==> src/hdl/event_signal_pkg.sv <==
// Package: register map, field layout and carrier types for the event signalling block
package event_signal_pkg;

    // ------------------------------------------------------------------
    // Register map
    // ------------------------------------------------------------------
    localparam int          ADDR_W             = 12;
    localparam logic [11:0] EXP_FOUR_ADDR_OFS  = 12'h358;
    localparam logic [11:0] EVENT_CTRL_OFS     = 12'h35C;
    localparam logic [11:0] EVENT_STATUS_OFS   = 12'h360;

    // ------------------------------------------------------------------
    // Field layout
    // ------------------------------------------------------------------
    localparam int          NUM_PORTS          = 4;
    localparam int          FIRST_PORT         = 2;
    localparam int          EXP_ADDR_LSB       = 1;
    localparam int          EXP_ADDR_W         = 7;
    localparam int          POLARITY_BIT       = 0;
    localparam int          DIVERT_LSB         = 2;
    localparam int          STATUS_LSB         = 1;

    // ------------------------------------------------------------------
    // Reset values and encodings
    // ------------------------------------------------------------------
    localparam logic [6:0]  EXP_ADDR_RST       = 7'h00;
    localparam logic        POLARITY_RST       = 1'b0;
    localparam logic [3:0]  DIVERT_RST         = 4'h0;
    localparam logic        POL_ACTIVE_LOW     = 1'b0;
    localparam logic        POL_ACTIVE_HIGH    = 1'b1;

    // Control fields that steer the event logic
    typedef struct packed {
        logic       event_polarity_invert;
        logic [3:0] divert_enable;
    } event_ctrl_t;

    // Pin-facing bundle for general purpose I/O line 7
    typedef struct packed {
        logic level;
        logic oe;
    } pin_drive_t;

endpackage

==> src/hdl/event_combiner.sv <==
// Event combiner: per-port gating, status and shared pin level
`timescale 1ns/1ps

module event_combiner
    import event_signal_pkg::*;
#(
    parameter int PORTS = event_signal_pkg::NUM_PORTS
) (
    // Clock and reset
    input  wire logic                        clk_i,
    input  wire logic                        rst_i,
    // Control and events
    input  wire event_signal_pkg::event_ctrl_t ctrl_i,
    input  wire logic [PORTS-1:0]            port_event_i,
    input  wire logic                        alt_function_i,
    // Results
    output logic [PORTS-1:0]                 event_active_o,
    output event_signal_pkg::pin_drive_t     pin_o,
    output logic [PORTS-1:0]                 native_event_o
);

    // ------------------------------------------------------------------
    // Per-port gating
    // ------------------------------------------------------------------
    logic [PORTS-1:0] active_d;
    logic [PORTS-1:0] active_q;
    logic [PORTS-1:0] native_d;
    logic [PORTS-1:0] native_q;
    pin_drive_t       pin_d;
    pin_drive_t       pin_q;

    // Diverted ports raise status; others keep their native path
    for (genvar p = 0; p < PORTS; p++) begin : g_port
        always_comb begin
            active_d[p] = ctrl_i.divert_enable[p] & port_event_i[p];
            native_d[p] = ~ctrl_i.divert_enable[p] & port_event_i[p];
        end
    end

    // Pin level: OR first, then polarity; idle level is the deasserted one
    always_comb begin
        pin_d.level = (|active_d) ^ ~ctrl_i.event_polarity_invert;
        pin_d.oe    = alt_function_i;
    end

    // Registered so status and pin change on the same edge
    always_ff @(posedge clk_i) begin
        if (rst_i) begin
            active_q <= '0;
            native_q <= '0;
            pin_q    <= '{level: 1'b1, oe: 1'b0};
        end else begin
            active_q <= active_d;
            native_q <= native_d;
            pin_q    <= pin_d;
        end
    end

    assign event_active_o = active_q;
    assign native_event_o = native_q;
    assign pin_o          = pin_q;

endmodule

==> src/hdl/event_signaling.sv <==
// Top level: Wishbone register file for shared event pin and expander four address
`timescale 1ns/1ps

module event_signaling
    import event_signal_pkg::*;
#(
    parameter int PORTS = event_signal_pkg::NUM_PORTS
) (
    // Clock and reset
    input  wire logic                      clk_i,
    input  wire logic                      rst_i,
    // Wishbone slave
    input  wire logic                      wb_cyc_i,
    input  wire logic                      wb_stb_i,
    input  wire logic                      wb_we_i,
    input  wire logic [11:0]               wb_adr_i,
    input  wire logic [3:0]                wb_sel_i,
    input  wire logic [31:0]               wb_dat_i,
    output logic [31:0]                    wb_dat_o,
    output logic                           wb_ack_o,
    // Port events and native notification path
    input  wire logic [PORTS-1:0]          port_event_i,
    output logic [PORTS-1:0]               native_event_o,
    // General purpose I/O line 7
    input  wire logic                      gpio7_alt_function_i,
    output logic                           shared_event_output_o,
    output logic                           shared_event_output_oe_o,
    // Expander address toward the SMBus master
    output logic [6:0]                     expander_four_slave_address_o
);

    import event_signal_pkg::*;

    // ------------------------------------------------------------------
    // Register state
    // ------------------------------------------------------------------
    logic [6:0]       exp_addr_d;
    logic [6:0]       exp_addr_q;
    event_ctrl_t      ctrl_d;
    event_ctrl_t      ctrl_q;
    logic             ack_d;
    logic             ack_q;
    logic [31:0]      rdata_d;
    logic [31:0]      rdata_q;
    logic             req;
    logic [PORTS-1:0] event_active;
    pin_drive_t       pin;

    // New request only when no ack is outstanding, so ack lasts one cycle
    assign req = wb_cyc_i & wb_stb_i & ~ack_q;

    // Writes honour byte lane 0; all fields sit in the low byte
    always_comb begin
        exp_addr_d = exp_addr_q;
        ctrl_d     = ctrl_q;
        if (req && wb_we_i && wb_sel_i[0]) begin
            unique case (wb_adr_i)
                EXP_FOUR_ADDR_OFS: begin
                    exp_addr_d = wb_dat_i[EXP_ADDR_LSB +: EXP_ADDR_W];
                end
                EVENT_CTRL_OFS: begin
                    ctrl_d.event_polarity_invert = wb_dat_i[POLARITY_BIT];
                    ctrl_d.divert_enable = wb_dat_i[DIVERT_LSB +: NUM_PORTS];
                end
                default: begin
                    exp_addr_d = exp_addr_q;
                end
            endcase
        end
    end

    // Read mux; unmapped addresses and reserved bits read zero
    always_comb begin
        rdata_d = 32'h0000_0000;
        ack_d   = req;
        if (req && !wb_we_i) begin
            unique case (wb_adr_i)
                EXP_FOUR_ADDR_OFS: begin
                    rdata_d[EXP_ADDR_LSB +: EXP_ADDR_W] = exp_addr_q;
                end
                EVENT_CTRL_OFS: begin
                    rdata_d[POLARITY_BIT] = ctrl_q.event_polarity_invert;
                    rdata_d[DIVERT_LSB +: NUM_PORTS] = ctrl_q.divert_enable;
                end
                EVENT_STATUS_OFS: begin
                    rdata_d[STATUS_LSB +: NUM_PORTS] = event_active;
                end
                default: begin
                    rdata_d = 32'h0000_0000;
                end
            endcase
        end
    end

    // Register everything on the clock
    always_ff @(posedge clk_i) begin
        if (rst_i) begin
            exp_addr_q <= EXP_ADDR_RST;
            ctrl_q     <= '{event_polarity_invert: POLARITY_RST, divert_enable: DIVERT_RST};
            ack_q      <= 1'b0;
            rdata_q    <= 32'h0000_0000;
        end else begin
            exp_addr_q <= exp_addr_d;
            ctrl_q     <= ctrl_d;
            ack_q      <= ack_d;
            rdata_q    <= rdata_d;
        end
    end

    // ------------------------------------------------------------------
    // Event combining
    // ------------------------------------------------------------------
    event_combiner #(
        .PORTS (PORTS)
    ) u_combiner (
        .clk_i          (clk_i),
        .rst_i          (rst_i),
        .ctrl_i         (ctrl_q),
        .port_event_i   (port_event_i),
        .alt_function_i (gpio7_alt_function_i),
        .event_active_o (event_active),
        .pin_o          (pin),
        .native_event_o (native_event_o)
    );

    assign wb_dat_o                      = rdata_q;
    assign wb_ack_o                      = ack_q;
    assign shared_event_output_o         = pin.level;
    assign shared_event_output_oe_o      = pin.oe;
    assign expander_four_slave_address_o = exp_addr_q;

endmodule

==> config.mk <==
export PLATFORM = sky130hd
export DESIGN_NAME = event_signaling
export DESIGN_NICKNAME = d
export VERILOG_FILES = /design/src/hdl/event_signal_pkg.sv /design/src/hdl/event_combiner.sv /design/src/hdl/event_signaling.sv
export SDC_FILE = /design/constraint.sdc
export NUM_CORES = 1
export LEC_CHECK = 0
export BUFFER_PORTS_ARGS = -buffer_cell sky130_fd_sc_hd__clkbuf_2
export CORE_MARGIN = 4
export CORE_UTILIZATION = 43
export CTS_CLUSTER_DIAMETER = 100
export DETAILED_ROUTE_END_ITERATION = 12
export GPL_ROUTABILITY_DRIVEN = 0
export PLACE_DENSITY = 0.83
export SYNTH_ARGS = -nofsm -noshare
export SYNTH_HDL_FRONTEND = slang
export SYNTH_HIERARCHICAL = 1
export SYNTH_SLANG_ARGS = --single-unit
export TNS_END_PERCENT = 5
==> constraint.sdc <==
create_clock -name clk_i -period 3.2 [get_ports clk_i]
set_clock_uncertainty 0.1 [all_clocks]
set_input_delay 0.48 -clock clk_i [delete_from_list [all_inputs] [get_ports clk_i]]
set_output_delay 0.48 -clock clk_i [all_outputs]
set_load 0.03 [all_outputs]
======== Yosys cells after proc, flatten, opt, wreduce, memory -nomap -nowiden ========
Index checks and enable logic that the tools add are counted.
operators by class
  shifts and indexed selects .............. 0
  multiplexer cells ....................... 3
  eq/ne operators ......................... 3
  add/subtract/negate cells ............... 0
  bitwise gates (word level) .............. 20
  divide/modulo/power cells ............... 0
  reductions and logical operators ........ 10
  multiply operators ...................... 0
  magnitude comparators ................... 0
operator list
  cell                  number
  $eq 12x10->1 const B  3
  $and 1x1->1           10
  $not 1->1             9
  $pmux 3 s3            1
  $reduce_or 3->1       2
  $pmux 1 s2            2
  $reduce_and 2->1      2
  $reduce_or 4->1       1
  $logic_and 1x1->1     3
  $reduce_or 2->1       1
  $logic_not 1->1       1
  $xor 1x1->1           1
word-level totals
  memory bits (writable) .................. 0
  bits in latches ......................... 0
  memories ................................ 0
  input bits .............................. 58
  register bits ........................... 55
  output and inout port bits .............. 46
  ROM bits ................................ 0
  word-level logic and storage cells ...... 48

======== Depth between registers and ports, before layout ========
  word-level depth ........................ 5
  gate-level depth with buffers ........... 5
  gate-level depth less buffers ........... 4

======== Cells and area by module ========
Netlist, hierarchy kept.
modules (own cells, without submodules)
  module           seq. area each (sq um)  instances  area an instance (sq um)  cells each
  event_signaling  420.4                   1          1,106.1                   124
  event_combiner   200.2                   1          324.1                     26

======== Worst setup path after synthesis ========
No wires, ideal clock.
  path kind ............................... input to register
  start ................................... input wb_adr_i[1]
  end ..................................... register rdata_q[6], in the netlist wb_dat_o[6]
  library setup time ...................... 0.073 ns
  path slack .............................. 1.495 ns
  required time ........................... 3.027 ns
  cell stages on the path ................. 4
  arrival time ............................ 1.532 ns
  buffers on the path ..................... 0
  cells stage by stage .................... nor4b_4 nand3_2 or4_4 nor3b_2
between the ends
  word-level cells in the longest chain between the ends .. 3
ends and longest elaborated chain
  what                              line                    RTL
  start, declared                   event_signaling.sv:16   input wire logic [11:0] wb_adr_i,
  $eq 12x10->1                      event_signaling.sv:77   unique case (wb_adr_i)
  $not 1->1 (no source line)        n/a
  $reduce_or 3->1 (no source line)  n/a
  end signal, assigned              event_signaling.sv:106  rdata_q <= rdata_d;
  end, declared                     event_signaling.sv:44   logic [31:0] rdata_q;
No other way between the ends.
A chain may end at the register's enable or synchronous reset.

======== Final worst setup path ========
  start ................................... register ack_q, in the netlist wb_ack_o
  end ..................................... register rdata_q[6], in the netlist wb_dat_o[6]
between the ends
  word-level cells in the longest chain between the ends .. 5
ends and longest elaborated chain
  what                              line                    RTL
  start, declared                   event_signaling.sv:42   logic ack_q;
  start signal, assigned            event_signaling.sv:105  ack_q <= ack_d;
  $not 1->1                         event_signaling.sv:50   assign req = wb_cyc_i & wb_stb_i & ~ack_q;
  $and 1x1->1                       event_signaling.sv:50
  $logic_and 1x1->1                 event_signaling.sv:76   if (req && !wb_we_i) begin
  $not 1->1 (no source line)        n/a
  $reduce_or 3->1 (no source line)  n/a
No other way between the ends.

==> impl_results.md <==
- Post-Route WL: 2968 µm
- Fin crit period: 1.776 ns
- Starting density of the core: 45.72%
- Total track usage: 14.48%
- Total gr overflow: 0
- Clock Sinks: 31
- Critical path origin: wb_ack_o$_SDFF_PP0_
- Worst slew pin tran: 0.7430 ns
- Initial antenna violation count: 0
- H-tree depth: 2
- DRC viols: 0
- Top-Level Pins: 104
- Overall Power: 0.0008002 W
- Top Family by Delay on Critical Path: simple AND/OR/NAND/NOR gates
- Pwr dens: 468.2 nW/µm²
- Die W: 65.67 µm
- Max_slew headroom: 50.28%
- Total CTS buffers: 5
- Row cnt: 20
- Detail Route Antenna Nets: 0
- Mapped Area: 1430 µm²
- Seq/Total Area, Yosys: 43.39%
- Stages on the worst setup path: 4
- Synth Area in Adders: 0%
- Vias in the first global route: 1,067
- Largest net degree at the start of global routing: 26
- Hold buffers post-CTS: 0
- Initial DRT Pass Iterations: 4
- Final setup vio count: 0
- Number of max-cap violations: 0
- Most frequent cells in the layout: clkbuf_2, dfxtp_1, conb_1
- Post-synthesis mux area share: 2.800%
- First-pass GRT wire length: 4671 µm
- CP Class: reg2reg
- Fin. max-slew vios: 0
- Area grow syn2layout: 19.51%
- CTS tree: done
- Crit path buffers/inverters: 0
- Arr. time, crit path: 1.94 ns
- IO buf count: 52
- Final hold violations: 0
- Via count: 1,189
- Root Buffer: clkbuf_4
- Reg-to-Reg End: wb_dat_o[6]$_SDFF_PP0_
- Hold WC Path Type: in2reg
- Reg2Reg Launch Point: wb_ack_o$_SDFF_PP0_
- Commonest non-fill, non-tap cell in the layout: clkbuf_2
- Die area: 4313 µm²
- FF-to-FF setup slack: 1.42 ns
- Synthesis Warnings: 6
- Crit path launch type: register
- Compound-gate portion of the synthesized area: 11.90%
- Post-route insts no fill: 246
- Yosys reg bits: 31
- Netlist cell types: 32
- Worst setup EP type: register
- Placed cell count: 238
- Critical path peak fanout: 14
- Worst setup endpoint: wb_dat_o[6]$_SDFF_PP0_
- Routed len/inst: 12.07 µm
- XOR/XNOR share of the synthesized area: 0%
- Clock transition at path regs: 0.10 ns
- Unrepaired setup endpoints after global routing: no
- Post-synthesis simple-gate area fraction: 26.77%
- Initial DRC count: 83
- Chip height: 65.67 µm
- Period utilization: 55.51%
- Main combinational cell family by area after synthesis: simple AND/OR/NAND/NOR gates
- Fin nets: 259
- Maximum vdd drop: 142.6 µV
- Layout cells sized above 1: 34.16%
- CP cell instances: and3b_1 -> nand3_2 -> or4_4 -> nor3b_2
- Leakage: 0.7461 nW
- Clock latency on the worst-skew pair: 0.33 ns
- CP max stage delay: 0.60 ns
- DP HPWL: 2210 µm
- Antenna Cells: 0
- Vias/cell: 4.833
- Reg2reg path depth: 4
- Final setup TNS: 0 ns
- CORE AREA: 3128 µm²
- CTS resizes: 0
- Mapped Cells: 150
- Max Fclk: 562.9 MHz
- Syn avg cell area: 9.534 µm²
- Critical-path top delay cell: or4_4
- Post-CTS Setup Inserts: 0
- Status: finished clean
- CTS max path bufs: 2
- Required @ worst endpoint: 3.36 ns
[worst min path at each step]
stage                                 from                        endpoint  slack (ns)  depth (start not counted)
floorplan           ctrl_q[4]$_SDFFE_PP0P_          wb_dat_o[0]$_SDFF_PP0_        0.32                          2
global placement    ctrl_q[4]$_SDFFE_PP0P_          wb_dat_o[0]$_SDFF_PP0_        0.33                          2
detailed placement  ctrl_q[4]$_SDFFE_PP0P_          wb_dat_o[0]$_SDFF_PP0_        0.34                          2
CTS                   gpio7_alt_function_i  u_combiner/pin_o[0]$_SDFF_PP0_        0.24                          2
global route          gpio7_alt_function_i  u_combiner/pin_o[0]$_SDFF_PP0_        0.25                          2
finish                gpio7_alt_function_i  u_combiner/pin_o[0]$_SDFF_PP0_        0.25                          2
[cells by family after synthesis]
| family | count (synthesis) |
|---|---|
| DFF | 31 |
| AOI/OAI and AO/OA | 31 |
| and+or+nand+nor | 51 |
| buffers and inverters | 32 |
| muxes | 4 |
| other | 1 |
[worst reg2reg max path: cells and delay by family (launching register included)]
family / cells / cell delay, ns
DFF: 1 / 0.33
and+or+nand+nor: 4 / 1.27
[power by group]
group | switching, W | internal (W) | total [W] | leakage, nW
Clock | 0.000132 | 0.000184 | 0.000316 | 0.0482
Sequential | 0.00000109 | 0.000389 | 0.000390 | 0.251
Combinational | 0.0000694 | 0.0000241 | 0.0000935 | 0.447
[synthesized netlist by cell type]
| library cell | instances | area share [%] |
|---|---|---|
| and3b_1 | 5 | 3.1 |
| nand3_1 | 1 | 0.35 |
| nand4_1 | 6 | 2.6 |
| and4bb_2 | 1 | 0.87 |
| or3_1 | 2 | 0.87 |
| or3b_1 | 1 | 0.61 |
| nor2_1 | 9 | 2.4 |
| inv_1 | 1 | 0.26 |
| dfxtp_1 | 31 | 43 |
| a21oi_1 | 17 | 5.9 |
| mux2i_1 | 4 | 2.8 |
| buf_1 | 1 | 0.26 |
| buf_4 | 24 | 13 |
| conb_1 | 1 | 0.26 |
| nand3_2 | 1 | 0.70 |
| a22oi_2 | 2 | 1.7 |
| buf_2 | 2 | 0.70 |
| clkbuf_1 | 4 | 1.0 |
| nor3_1 | 1 | 0.35 |
| o21ai_0 | 12 | 4.2 |
| nor4b_4 | 1 | 1.7 |
| and3_1 | 1 | 0.44 |
| or4_4 | 1 | 0.79 |
| nor3b_2 | 2 | 1.7 |
| nor4bb_1 | 1 | 0.70 |
| nor2b_1 | 2 | 0.87 |
| and3b_2 | 1 | 0.70 |
| nand4b_1 | 7 | 4.3 |
| nand3b_1 | 1 | 0.53 |
| nor3b_1 | 4 | 2.1 |
| nand2_1 | 2 | 0.53 |
| nor4b_1 | 1 | 0.61 |
[sequential cells by signal (all words and copies together) (netlist names)]
signal                         flops
wb_ack_o                           1
u_combiner/native_event_o          4
u_combiner/event_active_o          4
expander_four_slave_address_o      7
u_combiner/pin_o                   2
ctrl_q                             5
wb_dat_o                           8
[routing by layer]
metal  track usage, %  wire length, µm
met1            16.35             1217
met2            23.28             1351
met3            3.932              302
met4            10.36               97
met5                0                0
[final cells by class]
class,count,area [µm²]
timing repair buffer,52,260.3
inverter,1,3.754
tap,44,55.05
sequential,31,620.6
fill,294,1419
multi-input combinational,110,683.2
clock inverter,2,35.03
clock buffer,6,51.30
[metrics by stage]
| stage | hold slack (ns) | area [µm²] | setup slack [ns] | utilization, % |
|---|---|---|---|---|
| 6_report | 0.2507 | 1709 | 1.424 | 54.64 |
| 5_1_grt | 0.2541 | 1709 | 1.322 | 54.64 |
| 4_1_cts | 0.2373 | 1709 | 1.407 | 54.64 |
| 3_5_place_dp | 0.3439 | 1623 | 1.100 | 51.88 |
| 3_3_place_gp | 0.3347 | 1623 | 1.143 | 51.88 |
| 2_1_floorplan | 0.3192 | 1516 | 1.495 | - |
Power figures use the tool's default switching activity.
